**src/dual_adc_regs.svh**
```systemverilog
// constants for the dual converter serial readout and power control
`ifndef DUAL_ADC_REGS_SVH
`define DUAL_ADC_REGS_SVH

// serial clock falling-edge counts: power windows, track, slot, end of read, limit
`define CNT_WIN_OPEN    6'h02
`define CNT_WIN_CLOSE   6'h0a
`define CNT_TRACK       6'h0d
`define CNT_SLOT        6'h10
`define CNT_DONE        6'h20
`define CNT_MAX         6'h3f

// result layout inside one sixteen-clock slot
`define POS_FIRST_BIT   4'h2
`define POS_LAST_BIT    4'h0d

// timing: system clock rate and wake-up times
`define MCLK_MHZ        100
`define PART_WAKE_NS    1000
`define FULL_WAKE_US    1500
`define PART_WAKE_CYC   ((`PART_WAKE_NS * `MCLK_MHZ + 999) / 1000)
`define FULL_WAKE_CYC   (`FULL_WAKE_US * `MCLK_MHZ)

`endif

```
**src/dual_adc_pkg.sv**
```systemverilog
// types shared by the dual converter control modules
package dual_adc_pkg;
	// power state kept between frames
	typedef enum logic [1:0] {
		PWR_NORMAL,
		PWR_PARTIAL,
		PWR_FULL
	} power_mode_t;
endpackage

```
**src/edge_if.sv**
```systemverilog
// edge events of the frame select and serial clock pins
`timescale 1ns/100ps
interface edge_if;
	logic csFall;   // frame select went low
	logic csRise;   // frame select went high
	logic csLow;    // synchronised frame select level is low
	logic sclkFall; // counted serial clock falling edge
	logic sclkRise; // serial clock rising edge
	modport src (output csFall, csRise, csLow, sclkFall, sclkRise);
	modport dst (input csFall, csRise, csLow, sclkFall, sclkRise);
endinterface

```
**src/dual_adc_serial_power_control.sv**
```systemverilog
// serial readout and power-mode control of a dual 12-bit converter
// Notes on behaviour
// early cut from normal enters partial power-down
// cut before second fall keeps normal mode
// long frame wakes; about one microsecond
// glitch frame in partial stays partial
// window cut in partial enters full power-down
// host may cut clocks when powering down
// host waits 1.5 ms after full wake
// short wake needs 67 us partial stay
// host runs dummy cycle after power-on
// host uses dummy cycle sequences for modes
// select fall: hold, sample, convert, drive lines
// after thirteenth fall, track on next rise
// sixteen clocks give two trailing zeros
// select rise ends frame, tri-states lines
// longer frame shifts other converter's result
// single-line read tri-states at 32nd fall
// two leading zeros then result MSB first
// last bit out on thirteenth fall
// host may capture on rising edges
// clock fall coincident with select fall ignored
// rise before first counted fall ignored
// cut after tenth fall stays powered, aborts
// fall counter; mode changes on select rise
// mode starts in normal after reset
`timescale 1ns/100ps
`include "dual_adc_regs.svh"
module dual_adc_serial_power_control
	import dual_adc_pkg::*;
#(parameter int FULL_WAKE_CYCLES = `FULL_WAKE_CYC) (
	// clock and reset
	input  wire logic        mclk,
	input  wire logic        rst,
	// serial link pins
	input  wire logic        csN,
	input  wire logic        sclk,
	output logic             resultLineFirstOut,
	output logic             resultLineFirstOeN,
	output logic             resultLineSecondOut,
	output logic             resultLineSecondOeN,
	// converter core side
	input  wire logic [11:0] resultA,
	input  wire logic [11:0] resultB,
	output logic             holdSample,
	output logic             convStart,
	output logic             analogPowerOn,
	output logic             refPowerOn,
	output logic             powerGood,
	output power_mode_t      powerMode
);
	localparam int PART_WAKE_CYCLES = `PART_WAKE_CYC;
	edge_if ev ();
	// pin synchronisers and edge finder
	edge_sampler u_edges (
		.mclk (mclk),
		.rst  (rst),
		.csN  (csN),
		.sclk (sclk),
		.ev   (ev.src)
	);
	////////////////////////////////////////////////////////////////////
	// bit of one slot: two zeros, twelve bits MSB first, two zeros
	function automatic logic slotBit(input logic [11:0] d,
		input logic [5:0] n);
		logic [3:0] pos;
		pos = n[3:0];
		if (pos >= `POS_FIRST_BIT && pos <= `POS_LAST_BIT)
			slotBit = d[4'(`POS_LAST_BIT - pos)];
		else
			slotBit = 1'b0;
	endfunction
	////////////////////////////////////////////////////////////////////
	// frame state
	logic        active_r;     // frame in progress
	logic [5:0]  fallCnt_r;    // counted clock falls in this frame
	logic [11:0] capA_r;       // result of converter A
	logic [11:0] capB_r;       // result of converter B
	logic        outA_r;       // first line data bit
	logic        outB_r;       // second line data bit
	logic        oeN_r;        // both lines driven when low
	logic        hold_r;       // sample stage in hold
	logic        start_r;      // conversion start pulse
	logic        active_nxt;
	logic [5:0]  fallCnt_nxt;
	logic [11:0] capA_nxt;
	logic [11:0] capB_nxt;
	logic        outA_nxt;
	logic        outB_nxt;
	logic        oeN_nxt;
	logic        hold_nxt;
	logic        start_nxt;
	logic [5:0]  cntInc;       // counter after this fall
	logic        upper;        // second slot of a dual read
	// next frame state
	always_comb begin
		active_nxt  = active_r;
		fallCnt_nxt = fallCnt_r;
		capA_nxt    = capA_r;
		capB_nxt    = capB_r;
		outA_nxt    = outA_r;
		outB_nxt    = outB_r;
		oeN_nxt     = oeN_r;
		hold_nxt    = hold_r;
		start_nxt   = 1'b0;
		cntInc      = (fallCnt_r == `CNT_MAX) ? fallCnt_r : fallCnt_r + 6'h01;
		upper       = cntInc >= `CNT_SLOT;
		if (ev.csFall) begin
			// sample, start, drive first leading zero
			active_nxt  = 1'b1;
			fallCnt_nxt = 6'h00;
			capA_nxt    = resultA;
			capB_nxt    = resultB;
			outA_nxt    = 1'b0;
			outB_nxt    = 1'b0;
			oeN_nxt     = 1'b0;
			hold_nxt    = 1'b1;
			start_nxt   = 1'b1;
		end else if (ev.csRise) begin
			// end the frame and release lines
			active_nxt  = 1'b0;
			fallCnt_nxt = 6'h00;
			oeN_nxt     = 1'b1;
			outA_nxt    = 1'b0;
			outB_nxt    = 1'b0;
		end else if (active_r && ev.csLow && ev.sclkFall) begin
			fallCnt_nxt = cntInc;
			// lines swap converters in second slot
			outA_nxt = slotBit(upper ? capB_r : capA_r, cntInc);
			outB_nxt = slotBit(upper ? capA_r : capB_r, cntInc);
			if (cntInc == `CNT_DONE)
				oeN_nxt = 1'b1;
		end else if (active_r && ev.sclkRise
			&& fallCnt_r >= `CNT_TRACK) begin
			hold_nxt = 1'b0;
		end
	end
	// frame registers
	always_ff @(posedge mclk) begin
		if (rst) begin
			active_r  <= 1'b0;
			fallCnt_r <= 6'h00;
			capA_r    <= 12'h000;
			capB_r    <= 12'h000;
			outA_r    <= 1'b0;
			outB_r    <= 1'b0;
			oeN_r     <= 1'b1;
			hold_r    <= 1'b0;
			start_r   <= 1'b0;
		end else begin
			active_r  <= active_nxt;
			fallCnt_r <= fallCnt_nxt;
			capA_r    <= capA_nxt;
			capB_r    <= capB_nxt;
			outA_r    <= outA_nxt;
			outB_r    <= outB_nxt;
			oeN_r     <= oeN_nxt;
			hold_r    <= hold_nxt;
			start_r   <= start_nxt;
		end
	end
	////////////////////////////////////////////////////////////////////
	// power state
	power_mode_t mode_r;       // kept power mode
	logic        anaOn_r;      // analog supply enable
	logic        refOn_r;      // reference enable
	logic [17:0] wakeCnt_r;    // wake-up countdown
	logic        good_r;       // analog fully powered
	power_mode_t mode_nxt;
	logic        anaOn_nxt;
	logic        refOn_nxt;
	logic [17:0] wakeCnt_nxt;
	logic        good_nxt;
	logic        inWindow;     // cut between second and tenth fall
	// next power state
	always_comb begin
		mode_nxt    = mode_r;
		wakeCnt_nxt = wakeCnt_r;
		good_nxt    = good_r;
		inWindow    = fallCnt_r >= `CNT_WIN_OPEN
			&& fallCnt_r < `CNT_WIN_CLOSE;
		if (ev.csRise) begin
			// mode decided only at select rise
			if (fallCnt_r >= `CNT_WIN_CLOSE)
				mode_nxt = PWR_NORMAL;
			else if (inWindow && mode_r == PWR_NORMAL)
				mode_nxt = PWR_PARTIAL;
			else if (inWindow)
				mode_nxt = PWR_FULL;
			else
				mode_nxt = mode_r;
			if (mode_nxt != PWR_NORMAL) begin
				good_nxt    = 1'b0;
				wakeCnt_nxt = 18'h0_0000;
			end
		end else if (ev.csFall && mode_r != PWR_NORMAL) begin
			// power-up begins at select fall
			good_nxt    = 1'b0;
			wakeCnt_nxt = (mode_r == PWR_FULL) ? 18'(FULL_WAKE_CYCLES)
				: 18'(PART_WAKE_CYCLES);
		end else if (wakeCnt_r != 18'h0_0000) begin
			wakeCnt_nxt = wakeCnt_r - 18'h0_0001;
			good_nxt    = wakeCnt_r == 18'h0_0001;
		end else if (mode_r == PWR_NORMAL && !active_r) begin
			good_nxt = 1'b1;
		end
		// powered while in normal or while a frame may wake it
		anaOn_nxt = mode_nxt == PWR_NORMAL || (active_nxt && !ev.csRise);
		refOn_nxt = mode_nxt != PWR_FULL || (active_nxt && !ev.csRise);
	end
	// power registers; reset picks normal mode
	always_ff @(posedge mclk) begin
		if (rst) begin
			mode_r    <= PWR_NORMAL;
			anaOn_r   <= 1'b1;
			refOn_r   <= 1'b1;
			wakeCnt_r <= 18'h0_0000;
			good_r    <= 1'b1;
		end else begin
			mode_r    <= mode_nxt;
			anaOn_r   <= anaOn_nxt;
			refOn_r   <= refOn_nxt;
			wakeCnt_r <= wakeCnt_nxt;
			good_r    <= good_nxt;
		end
	end
	// outputs straight from flip-flops
	assign resultLineFirstOut  = outA_r;
	assign resultLineSecondOut = outB_r;
	assign resultLineFirstOeN  = oeN_r;
	assign resultLineSecondOeN = oeN_r;
	assign holdSample          = hold_r;
	assign convStart           = start_r;
	assign analogPowerOn       = anaOn_r;
	assign refPowerOn          = refOn_r;
	assign powerGood           = good_r;
	assign powerMode           = mode_r;
endmodule

```
**src/edge_sampler.sv**
```systemverilog
// pin synchroniser and edge finder for frame select and serial clock
`timescale 1ns/100ps
module edge_sampler (
	// clock and reset
	input  wire logic mclk,
	input  wire logic rst,
	// pins
	input  wire logic csN,
	input  wire logic sclk,
	// events
	edge_if.src       ev
);
	logic [1:0] csSync_r;   // two-stage synchroniser for frame select
	logic [1:0] sclkSync_r; // two-stage synchroniser for serial clock
	logic       csDly_r;    // previous synchronised frame select
	logic       sclkDly_r;  // previous synchronised serial clock
	logic [1:0] csSync_nxt;
	logic [1:0] sclkSync_nxt;

	////////////////////////////////////////////////////////////////////
	// next values: shift in; only stage two feeds the edge logic
	always_comb begin
		csSync_nxt   = {csSync_r[0], csN};
		sclkSync_nxt = {sclkSync_r[0], sclk};
	end

	// registers, idle high so no edge fires out of reset
	always_ff @(posedge mclk) begin
		if (rst) begin
			csSync_r   <= 2'h3;
			sclkSync_r <= 2'h3;
			csDly_r    <= 1'b1;
			sclkDly_r  <= 1'b1;
		end else begin
			csSync_r   <= csSync_nxt;
			sclkSync_r <= sclkSync_nxt;
			csDly_r    <= csSync_r[1];
			sclkDly_r  <= sclkSync_r[1];
		end
	end

	////////////////////////////////////////////////////////////////////
	// edge decode; a clock fall together with the select fall is dropped
	always_comb begin
		ev.csFall   = csDly_r & ~csSync_r[1];
		ev.csRise   = ~csDly_r & csSync_r[1];
		ev.csLow    = ~csSync_r[1];
		ev.sclkFall = sclkDly_r & ~sclkSync_r[1] & ~ev.csFall;
		ev.sclkRise = ~sclkDly_r & sclkSync_r[1];
	end
endmodule

```
**config.mk**
```make
export PLATFORM = sky130hd
export DESIGN_NAME = dual_adc_serial_power_control
export DESIGN_NICKNAME = d
export VERILOG_FILES = /design/src/dual_adc_pkg.sv /design/src/edge_if.sv /design/src/dual_adc_serial_power_control.sv /design/src/edge_sampler.sv
export VERILOG_INCLUDE_DIRS = /design/src /design/src/src
export SDC_FILE = /design/constraint.sdc
export NUM_CORES = 1
export LEC_CHECK = 0
export ABC_AREA = 1
export BUFFER_PORTS_ARGS = -buffer_cell sky130_fd_sc_hd__buf_2
export CAP_MARGIN = 30
export CELL_PAD_IN_SITES_DETAIL_PLACEMENT = 2
export CELL_PAD_IN_SITES_GLOBAL_PLACEMENT = 2
export CORE_UTILIZATION = 33
export CTS_CLUSTER_DIAMETER = 100
export CTS_CLUSTER_SIZE = 24
export DETAILED_ROUTE_END_ITERATION = 16
export PLACE_DENSITY_LB_ADDON = 0.1
export SETUP_SLACK_MARGIN = 0.2
export SYNTH_ARGS = -nofsm -noshare
export SYNTH_HDL_FRONTEND = slang
export SYNTH_SLANG_ARGS = --single-unit
```
**constraint.sdc**
```tcl
create_clock -name mclk -period 3 [get_ports mclk]
set_input_delay 0.45 -clock mclk [delete_from_list [all_inputs] [get_ports mclk]]
set_output_delay 0.45 -clock mclk [all_outputs]
set_load 0.005 [all_outputs]
```
# Yosys cells after proc, flatten, opt, wreduce, memory -nomap -nowiden
# Index checks and enable logic that the tools add are counted.
[word_totals]
reg_bits = 65
[op_classes]
addsub = 3
eq_ne = 8
reduce_logical = 29
n_bitwise = 10
order_cmp = 8
n_mux = 35
[op_table]
columns = ["cell", "count"]
rows = [
  ["$mux W18", 5],
  ["$mux W12", 2],
  ["$mux W1", 20],
  ["$eq A18 B1 Y1 const B", 1],
  ["$reduce_bool A18 Y1", 1],
  ["$sub A18 B1 Y18 const B", 1],
  ["$eq A6 B6 Y1 const B", 2],
  ["$ge A6 B4 Y1 const B", 2],
  ["$logic_and A1 B1 Y1", 10],
  ["$mux W2", 5],
  ["$reduce_bool A3 Y1", 3],
  ["$bmux W1 S4", 2],
  ["$add A6 B1 Y6 const B", 1],
  ["$ge A6 B2 Y1 const B", 1],
  ["$ge A6 B5 Y1 const B", 1],
  ["$lt A6 B4 Y1 const B", 1],
  ["$mux W6", 1],
  ["$ne A2 B2 Y1 const B", 3],
  ["$reduce_and A2 Y1", 3],
  ["$reduce_bool A2 Y1", 3],
  ["$and A1 B1 Y1", 5],
  ["$lt A4 B5 Y1 const B", 1],
  ["$not A1 Y1", 5],
  ["$ge A4 B2 Y1 const B", 1],
  ["other kinds (10)", 13],
]

# Longest topological paths before layout
[depth]
depth_word = 9
ltp_mapped = 16

# Hierarchy
# A second synthesis with hierarchy kept.
[unflattened]
hier_cells = 488
area_unflattened_um2 = 3513.4
[by_module_without_submodules]
columns = ["mod", "cells_each", "area_per_inst_um2", "instances", "seq_area_each_um2"]
rows = [
  ["dual_adc_serial_power_control", 467, 3314.4, 1, 1181.1],
  ["edge_sampler", 21, 198.9, 1, 120.1],
]

# Least setup slack after synthesis
# Ideal clock, no wire load.
[synth_path]
path_type = "register -> register"
startpoint = "register fallCnt_r[0]"
endpoint = "register outA_r, in the netlist resultLineFirstOut"
stages_incl_launch_ff = 16
slack_ns = 0.785
required_ns = 2.880
n_path_buf = 0
arrival_time_ns = 2.095
path_cell_list = "dfxtp_1 > ha_1 > nand3_4 > nor2_8 > inv_2 > o21ai_4 > inv_4 > ha_1 > nand2_1 > nand3_1 > o21ai_1 > nor2_2 > nand2_1 > nor2_1 > nand2_1 > a21oi_1"
[synth_via]
elab_chain_cells = 7
elab_cells_between_ends = 12
classes_between = "2 x add/sub; 3 x order compare; 1 x eq/ne; 5 x mux; 1 x reduce/logical"
[synth_lines]
columns = ["element", "line", "rtl"]
rows = [
  ["from (decl)", "dual_adc_serial_power_control.sv:76", "logic [5:0] fallCnt_r;"],
  ["from (signal assigned)", "dual_adc_serial_power_control.sv:152", "fallCnt_r <= fallCnt_nxt;"],
  ["$add A6 B1 Y6 or $eq A6 B6 Y1 (tied branches)", "-", ""],
  ["$mux W6 *", "dual_adc_serial_power_control.sv:106", "cntInc = (fallCnt_r == `CNT_MAX) ? fallCnt_r : fallCnt_r + 6'h01;"],
  ["named net cntInc[1]", "dual_adc_serial_power_control.sv:93", "logic [5:0] cntInc;"],
  ["$ge A6 B5 Y1 (no source line)", "-", ""],
  ["$mux W12", "dual_adc_serial_power_control.sv:129", "outA_nxt = slotBit(upper ? capB_r : capA_r, cntInc);"],
  ["$bmux W1 S4", "dual_adc_serial_power_control.sv:69", "slotBit = d[4'(`POS_LAST_BIT - pos)];"],
  ["$mux W1", "dual_adc_serial_power_control.sv:69", ""],
  ["$mux W1 *", "dual_adc_serial_power_control.sv:68", "if (pos >= `POS_FIRST_BIT && pos <= `POS_LAST_BIT)"],
  ["to (signal assigned)", "dual_adc_serial_power_control.sv:155", "outA_r <= outA_nxt;"],
  ["to (decl)", "dual_adc_serial_power_control.sv:79", "logic outA_r;"],
]
# Mark *: on every way through the listed nets, which the timed path passes. The rest lies on a longest branch. The select of a mux whose other input is x is not followed.
# A chain may end at the register's enable or synchronous reset.

# Final worst setup path
[layout_path]
startpoint = "register fallCnt_r[0]"
endpoint = "register outB_r, in the netlist resultLineSecondOut"
[layout_via]
elab_chain_cells = 7
elab_cells_between_ends = 12
classes_between = "2 x add/sub; 3 x order compare; 1 x eq/ne; 5 x mux; 1 x reduce/logical"
[layout_lines]
columns = ["element", "line", "rtl"]
rows = [
  ["$add A6 B1 Y6 or $eq A6 B6 Y1 (tied branches)", "-", ""],
  ["$mux W6 *", "dual_adc_serial_power_control.sv:106", ""],
  ["named net cntInc[1]", "dual_adc_serial_power_control.sv:93", ""],
  ["$ge A6 B5 Y1 (no source line)", "-", ""],
  ["$mux W12", "dual_adc_serial_power_control.sv:130", "outB_nxt = slotBit(upper ? capA_r : capB_r, cntInc);"],
  ["$bmux W1 S4", "dual_adc_serial_power_control.sv:69", ""],
  ["$mux W1", "dual_adc_serial_power_control.sv:69", ""],
  ["$mux W1 *", "dual_adc_serial_power_control.sv:68", ""],
  ["to (signal assigned)", "dual_adc_serial_power_control.sv:156", "outB_r <= outB_nxt;"],
  ["to (decl)", "dual_adc_serial_power_control.sv:80", "logic outB_r;"],
]
# Marks and branches as above.

==> reports/results.md <==
| Stage | Metric | Reported |
|:---|:---|:---|
| run status | Result of the run | complete, no violations |
| synthesis | Count of yosys warnings during synthesis | 0 |
| sta | Max transition margin | 0.608 |
| clock tree | Post-CTS setup-driven buffer insertion count | 0 |
| critical path | R2r worst-path depth | 13 |
| power | Worst supply voltage drop on vdd | 0.389 mV |
| synthesis | Main combinational cell family by area after synthesis | simple AND/OR/NAND/NOR gates |
| hold path | Source of the worst hold timing path | sclk |
| critical path | Worst endpoint required time | 3.24 ns |
| synthesis | Flip-flop and latch count after synthesis | 65 |
| detailed routing | Remaining routing DRC violations | 0 |
| hold path | Number of instances on the worst hold path | 2 |
| global routing | Total GRT Usage | 0.210 |
| floorplanning | Height of the chip | 106 um |
| sta | Total setup violations reported at the end of the flow | 0 |
| layout | Total area of multi-input combinational cells | 1920 sq um |
| detailed routing | Remaining number of nets flagged by the antenna check after routing | 0 |
| critical path | Beginning of the worst register-to-register path | fallCnt_r[0] |
| detailed routing | Initial detailed-routing violation count | 93 |
| layout | Filler Cell Count | 1,289 |
| clock tree | Clk sink count | 65 |
| synthesis | Number of flops mapped to enable cells by yosys | 0 |
| global routing | Antenna violations before repair | 0 |
| clock tree | TritonCTS clock tree | built |
| critical path | Kind of critical path | reg2reg |
| floorplanning | Number of rows in the core area | 37 |
| detailed routing | Via count | 3,471 |
| layout | Net count, final | 582 |
| clock tree | Clock insertion delay at the later pin of the skew report | 0.36 ns |
| placed design | Count of buffers from port buffering | 38 |
| floorplanning | Starting density of the core | 0.343 |
| floorplanning | I/O pin count | 39 |
| clock tree | CTS Root Buffer Type | sky130_fd_sc_hd__clkbuf_8 |
| hold path | Capture endpoint of the worst hold path | u_edges.sclkSync_r[0] |
| critical path | Sequence of cells on the critical path | buf_4, ha_1, nand3_4, nor2_8, inv_2, o21ai_4, ha_1, nor2_1, nand3_1, nand2_1, nor2_1, nand2_1, a21oi_1 |
| placed design | Estimated wirelength of the detail-placed design | 8.47 mm |
| synthesis | Xor/xnor share of the synthesized area | 0.0174 |
| sta | Transition time at the pin with the least slew margin | 0.584 ns |
| floorplanning | Die W | 106 um |
| critical path | Worst reg2reg endpoint | resultLineSecondOut |
| clock tree | Number of clock buffers inserted by TritonCTS | 9 |
| synthesis | Synthesized cell area | 3590 sq um |
| clock tree | Clock transition at path regs | 0.07 ns |
| clock tree | Clock Tree Buf Depth | 2 |
| synthesis | Number of unique standard cell types used by synthesis | 40 |
| sta | Post-route worst hold slack | 0.281 ns |
| placed design | Routability congestion estimate from global placement | 0.769 |
| sta | RSZ-0062 raised after global routing | false |
| global routing | Remaining global-route overflow | 0 |
| layout | Area used by sequential logic in the layout | 1300 sq um |
| synthesis | Cell count after synthesis | 507 |
| synthesis | Net count of the mapped netlist | 546 |
| power | LEAKAGE | 1.74 nW |
| critical path | Register-to-Register Setup Slack | 0.47 ns |
| sta | Fraction of the cycle the final worst path needs | 0.843 |
| synthesis | Part of the Yosys area used for sequential elements | 0.362 |
| synthesis | Fraction of synthesized area in multiplexers | 0 |
| floorplanning | Standard cell core area | 10,500 sq um |
| global routing | Number of global-route vias before repair | 3,754 |
| clock tree | Number of buffers added to fix hold violations after cts | 0 |
| layout | Post-synthesis to final-layout area growth | 13.1% |
| layout | Most common cell after layout, fill and taps aside | sky130_fd_sc_hd__nand2_1 |
| critical path | Launching instance or port of the critical path | fallCnt_r[0] |
| global routing | Global-route wire length before repair | 18.7 mm |
| critical path | Capturing element type of the critical path | flop |
| clock tree | Resized cells post-CTS | 0 |
| critical path | Critical-path top delay cell | sky130_fd_sc_hd__dfxtp_1 |
| sta | Max Clock Skew | 0.00342 ns |
| sta | Hold violation total from the final report | 0 |
| clock tree | # H-tree levels | 3 |
| power | Cell Pwr Density | 711 nW/um^2 |
| critical path | Arr. time, crit path | 2.77 ns |
| global routing | Pin count of the biggest net entering global routing | 33 |
| synthesis | Most frequently used flop master after synthesis | sky130_fd_sc_hd__dfxtp_1 |
| critical path | Worst stage delay on the critical path | 0.35 ns |
| detailed routing | Average routed wire per standard cell | 16.3 um |
| synthesis | Adder and majority gate portion of the synthesized area | 0.0383 |
| power | Total chip power | 2.89 mW |
| critical path | Launching element type of the critical path | flop |
| synthesis | Post-Synth Simple-Gate Area | 0.300 |
| floorplanning | Full die area | 11,300 sq um |
| detailed routing | 1st-pass router iterations | 4 |
| layout | Share of post-route cells with drive strength above 1 | 0.157 |
| layout | Antenna fix cells | 0 |
| synthesis | Average instance area after synthesis | 7.09 sq um |
| sta | Min cycle time layout | 2.53 ns |
| sta | Final Max Tran Viols | 0 |
| hold path | Class of the worst hold path | in2reg |
| layout | Commonest cells after routing, fill and taps aside | sky130_fd_sc_hd__nand2_1 (108), sky130_fd_sc_hd__dfxtp_1 (65), sky130_fd_sc_hd__inv_1 (61), sky130_fd_sc_hd__nand3_1 (53), sky130_fd_sc_hd__o21ai_0 (50) |
| synthesis | Post-synthesis compound-gate area fraction | 0.177 |
| sta | Fmax | 0.396 GHz |
| critical path | Critical path peak fanout | 11 |
| run | Count of max-cap constraint violations | 0 |
| synthesis | Proportion of register bits with asynchronous set or reset after synthesis | 0 |
| sta | Setup TNS after final layout | 0 ns |
| detailed routing | Routed wire length | 11.1 mm |
| detailed routing | Average vias per placed instance | 5.07 |
==> metal layers <==
layer | part of all wire | GRT usage | up-vias
met3 | 0.020 | 0.0386 | 17
met1 | 0.44 | 0.239 | 1685
met2 | 0.52 | 0.393 | 31
li1 | - | - | 1738
met5 | 0 | 0 | -
met4 | 0.015 | 0.0665 | 0
==> metrics by stage <==
step / std cells / worst slack, ns / utilization / instance area, sq um
2_1_floorplan: 507 / 0.785 / - / 3590
5_1_grt: 684 / 0.304 / 0.389 / 4070
3_3_place_gp: 668 / 0.629 / 0.371 / 3880
4_1_cts: 684 / 0.463 / 0.389 / 4070
6_report: 684 / 0.472 / 0.389 / 4070
3_5_place_dp: 668 / 0.494 / 0.371 / 3880
==> worst max-delay path: cells and delay by family (launching register included) <==
kind	cells	cell delay (ns)
buffers and inverters	2	0.26
adders and majority gates	2	0.60
AOI/OAI and AO/OA	2	0.38
DFF	1	0.35
and+or+nand+nor	7	0.81
==> Yosys cell counts (2+ instances only) <==
| cell | number | share of area |
|---|---|---|
| sky130_fd_sc_hd__o21ai_0 | 50 | 0.070 |
| sky130_fd_sc_hd__xnor2_1 | 3 | 0.0073 |
| sky130_fd_sc_hd__nor2_1 | 31 | 0.032 |
| sky130_fd_sc_hd__clkbuf_1 | 8 | 0.0084 |
| sky130_fd_sc_hd__buf_2 | 3 | 0.0042 |
| sky130_fd_sc_hd__or2_2 | 6 | 0.010 |
| sky130_fd_sc_hd__nand3_1 | 53 | 0.074 |
| sky130_fd_sc_hd__ha_1 | 11 | 0.038 |
| sky130_fd_sc_hd__nand4_1 | 7 | 0.012 |
| sky130_fd_sc_hd__a22o_1 | 8 | 0.019 |
| sky130_fd_sc_hd__nor3_1 | 8 | 0.011 |
| sky130_fd_sc_hd__inv_1 | 61 | 0.064 |
| sky130_fd_sc_hd__inv_2 | 4 | 0.0042 |
| sky130_fd_sc_hd__o21ai_1 | 4 | 0.0056 |
| sky130_fd_sc_hd__nand2_2 | 5 | 0.0087 |
| sky130_fd_sc_hd__buf_6 | 5 | 0.016 |
| sky130_fd_sc_hd__o211ai_1 | 7 | 0.015 |
| sky130_fd_sc_hd__nand2_4 | 2 | 0.0063 |
| sky130_fd_sc_hd__nor3b_1 | 2 | 0.0042 |
| sky130_fd_sc_hd__nand2_1 | 108 | 0.11 |
| sky130_fd_sc_hd__a21oi_1 | 35 | 0.049 |
| sky130_fd_sc_hd__buf_4 | 3 | 0.0063 |
| sky130_fd_sc_hd__nor2_8 | 2 | 0.011 |
| sky130_fd_sc_hd__dfxtp_1 | 65 | 0.36 |
==> flip-flops by register name, indices dropped and copies added (netlist names), 2 cells and up <==
register,flops
capA_r,12
capB_r,12
fallCnt_r,6
powerMode,2
u_edges.csSync_r,2
u_edges.sclkSync_r,2
wakeCnt_r,18
==> power breakdown <==
group	switching [mW]	total [mW]	internal, mW
Clock	0.370	0.753	0.383
Combinational	0.646	1.02	0.376
Sequential	0.118	1.12	1.00
==> worst max-delay path by stage <==
stage / to / slack (ns) / depth (start not counted)
3_3_place_gp: wakeCnt_r[3] / 0.63 / 12
5_1_grt: resultLineSecondOut / 0.30 / 16
6_report: resultLineSecondOut / 0.47 / 13
3_5_place_dp: resultLineSecondOut / 0.49 / 13
2_1_floorplan: resultLineFirstOut / 0.79 / 15
4_1_cts: resultLineSecondOut / 0.46 / 13
==> cells by family after synthesis <==
kind of cell	Yosys count
XOR/XNOR	5
adder cells (fa/ha/maj)	11
buffers and inverters	86
AND/OR/NAND/NOR	229
flip-flops	65
AO/OA/AOI/OAI	111
==> cell type report <==
type	instances	share of cell area
Multi-Input combinational cell	356	0.472
Sequential cell	65	0.320
Clock inverter	5	0.0139
Tap cell	136	0.0419
Clock buffer	11	0.0323
Timing Repair Buffer	44	0.0579
Inverter	67	0.0625
Note: power is estimated with default switching activity, not from simulation.
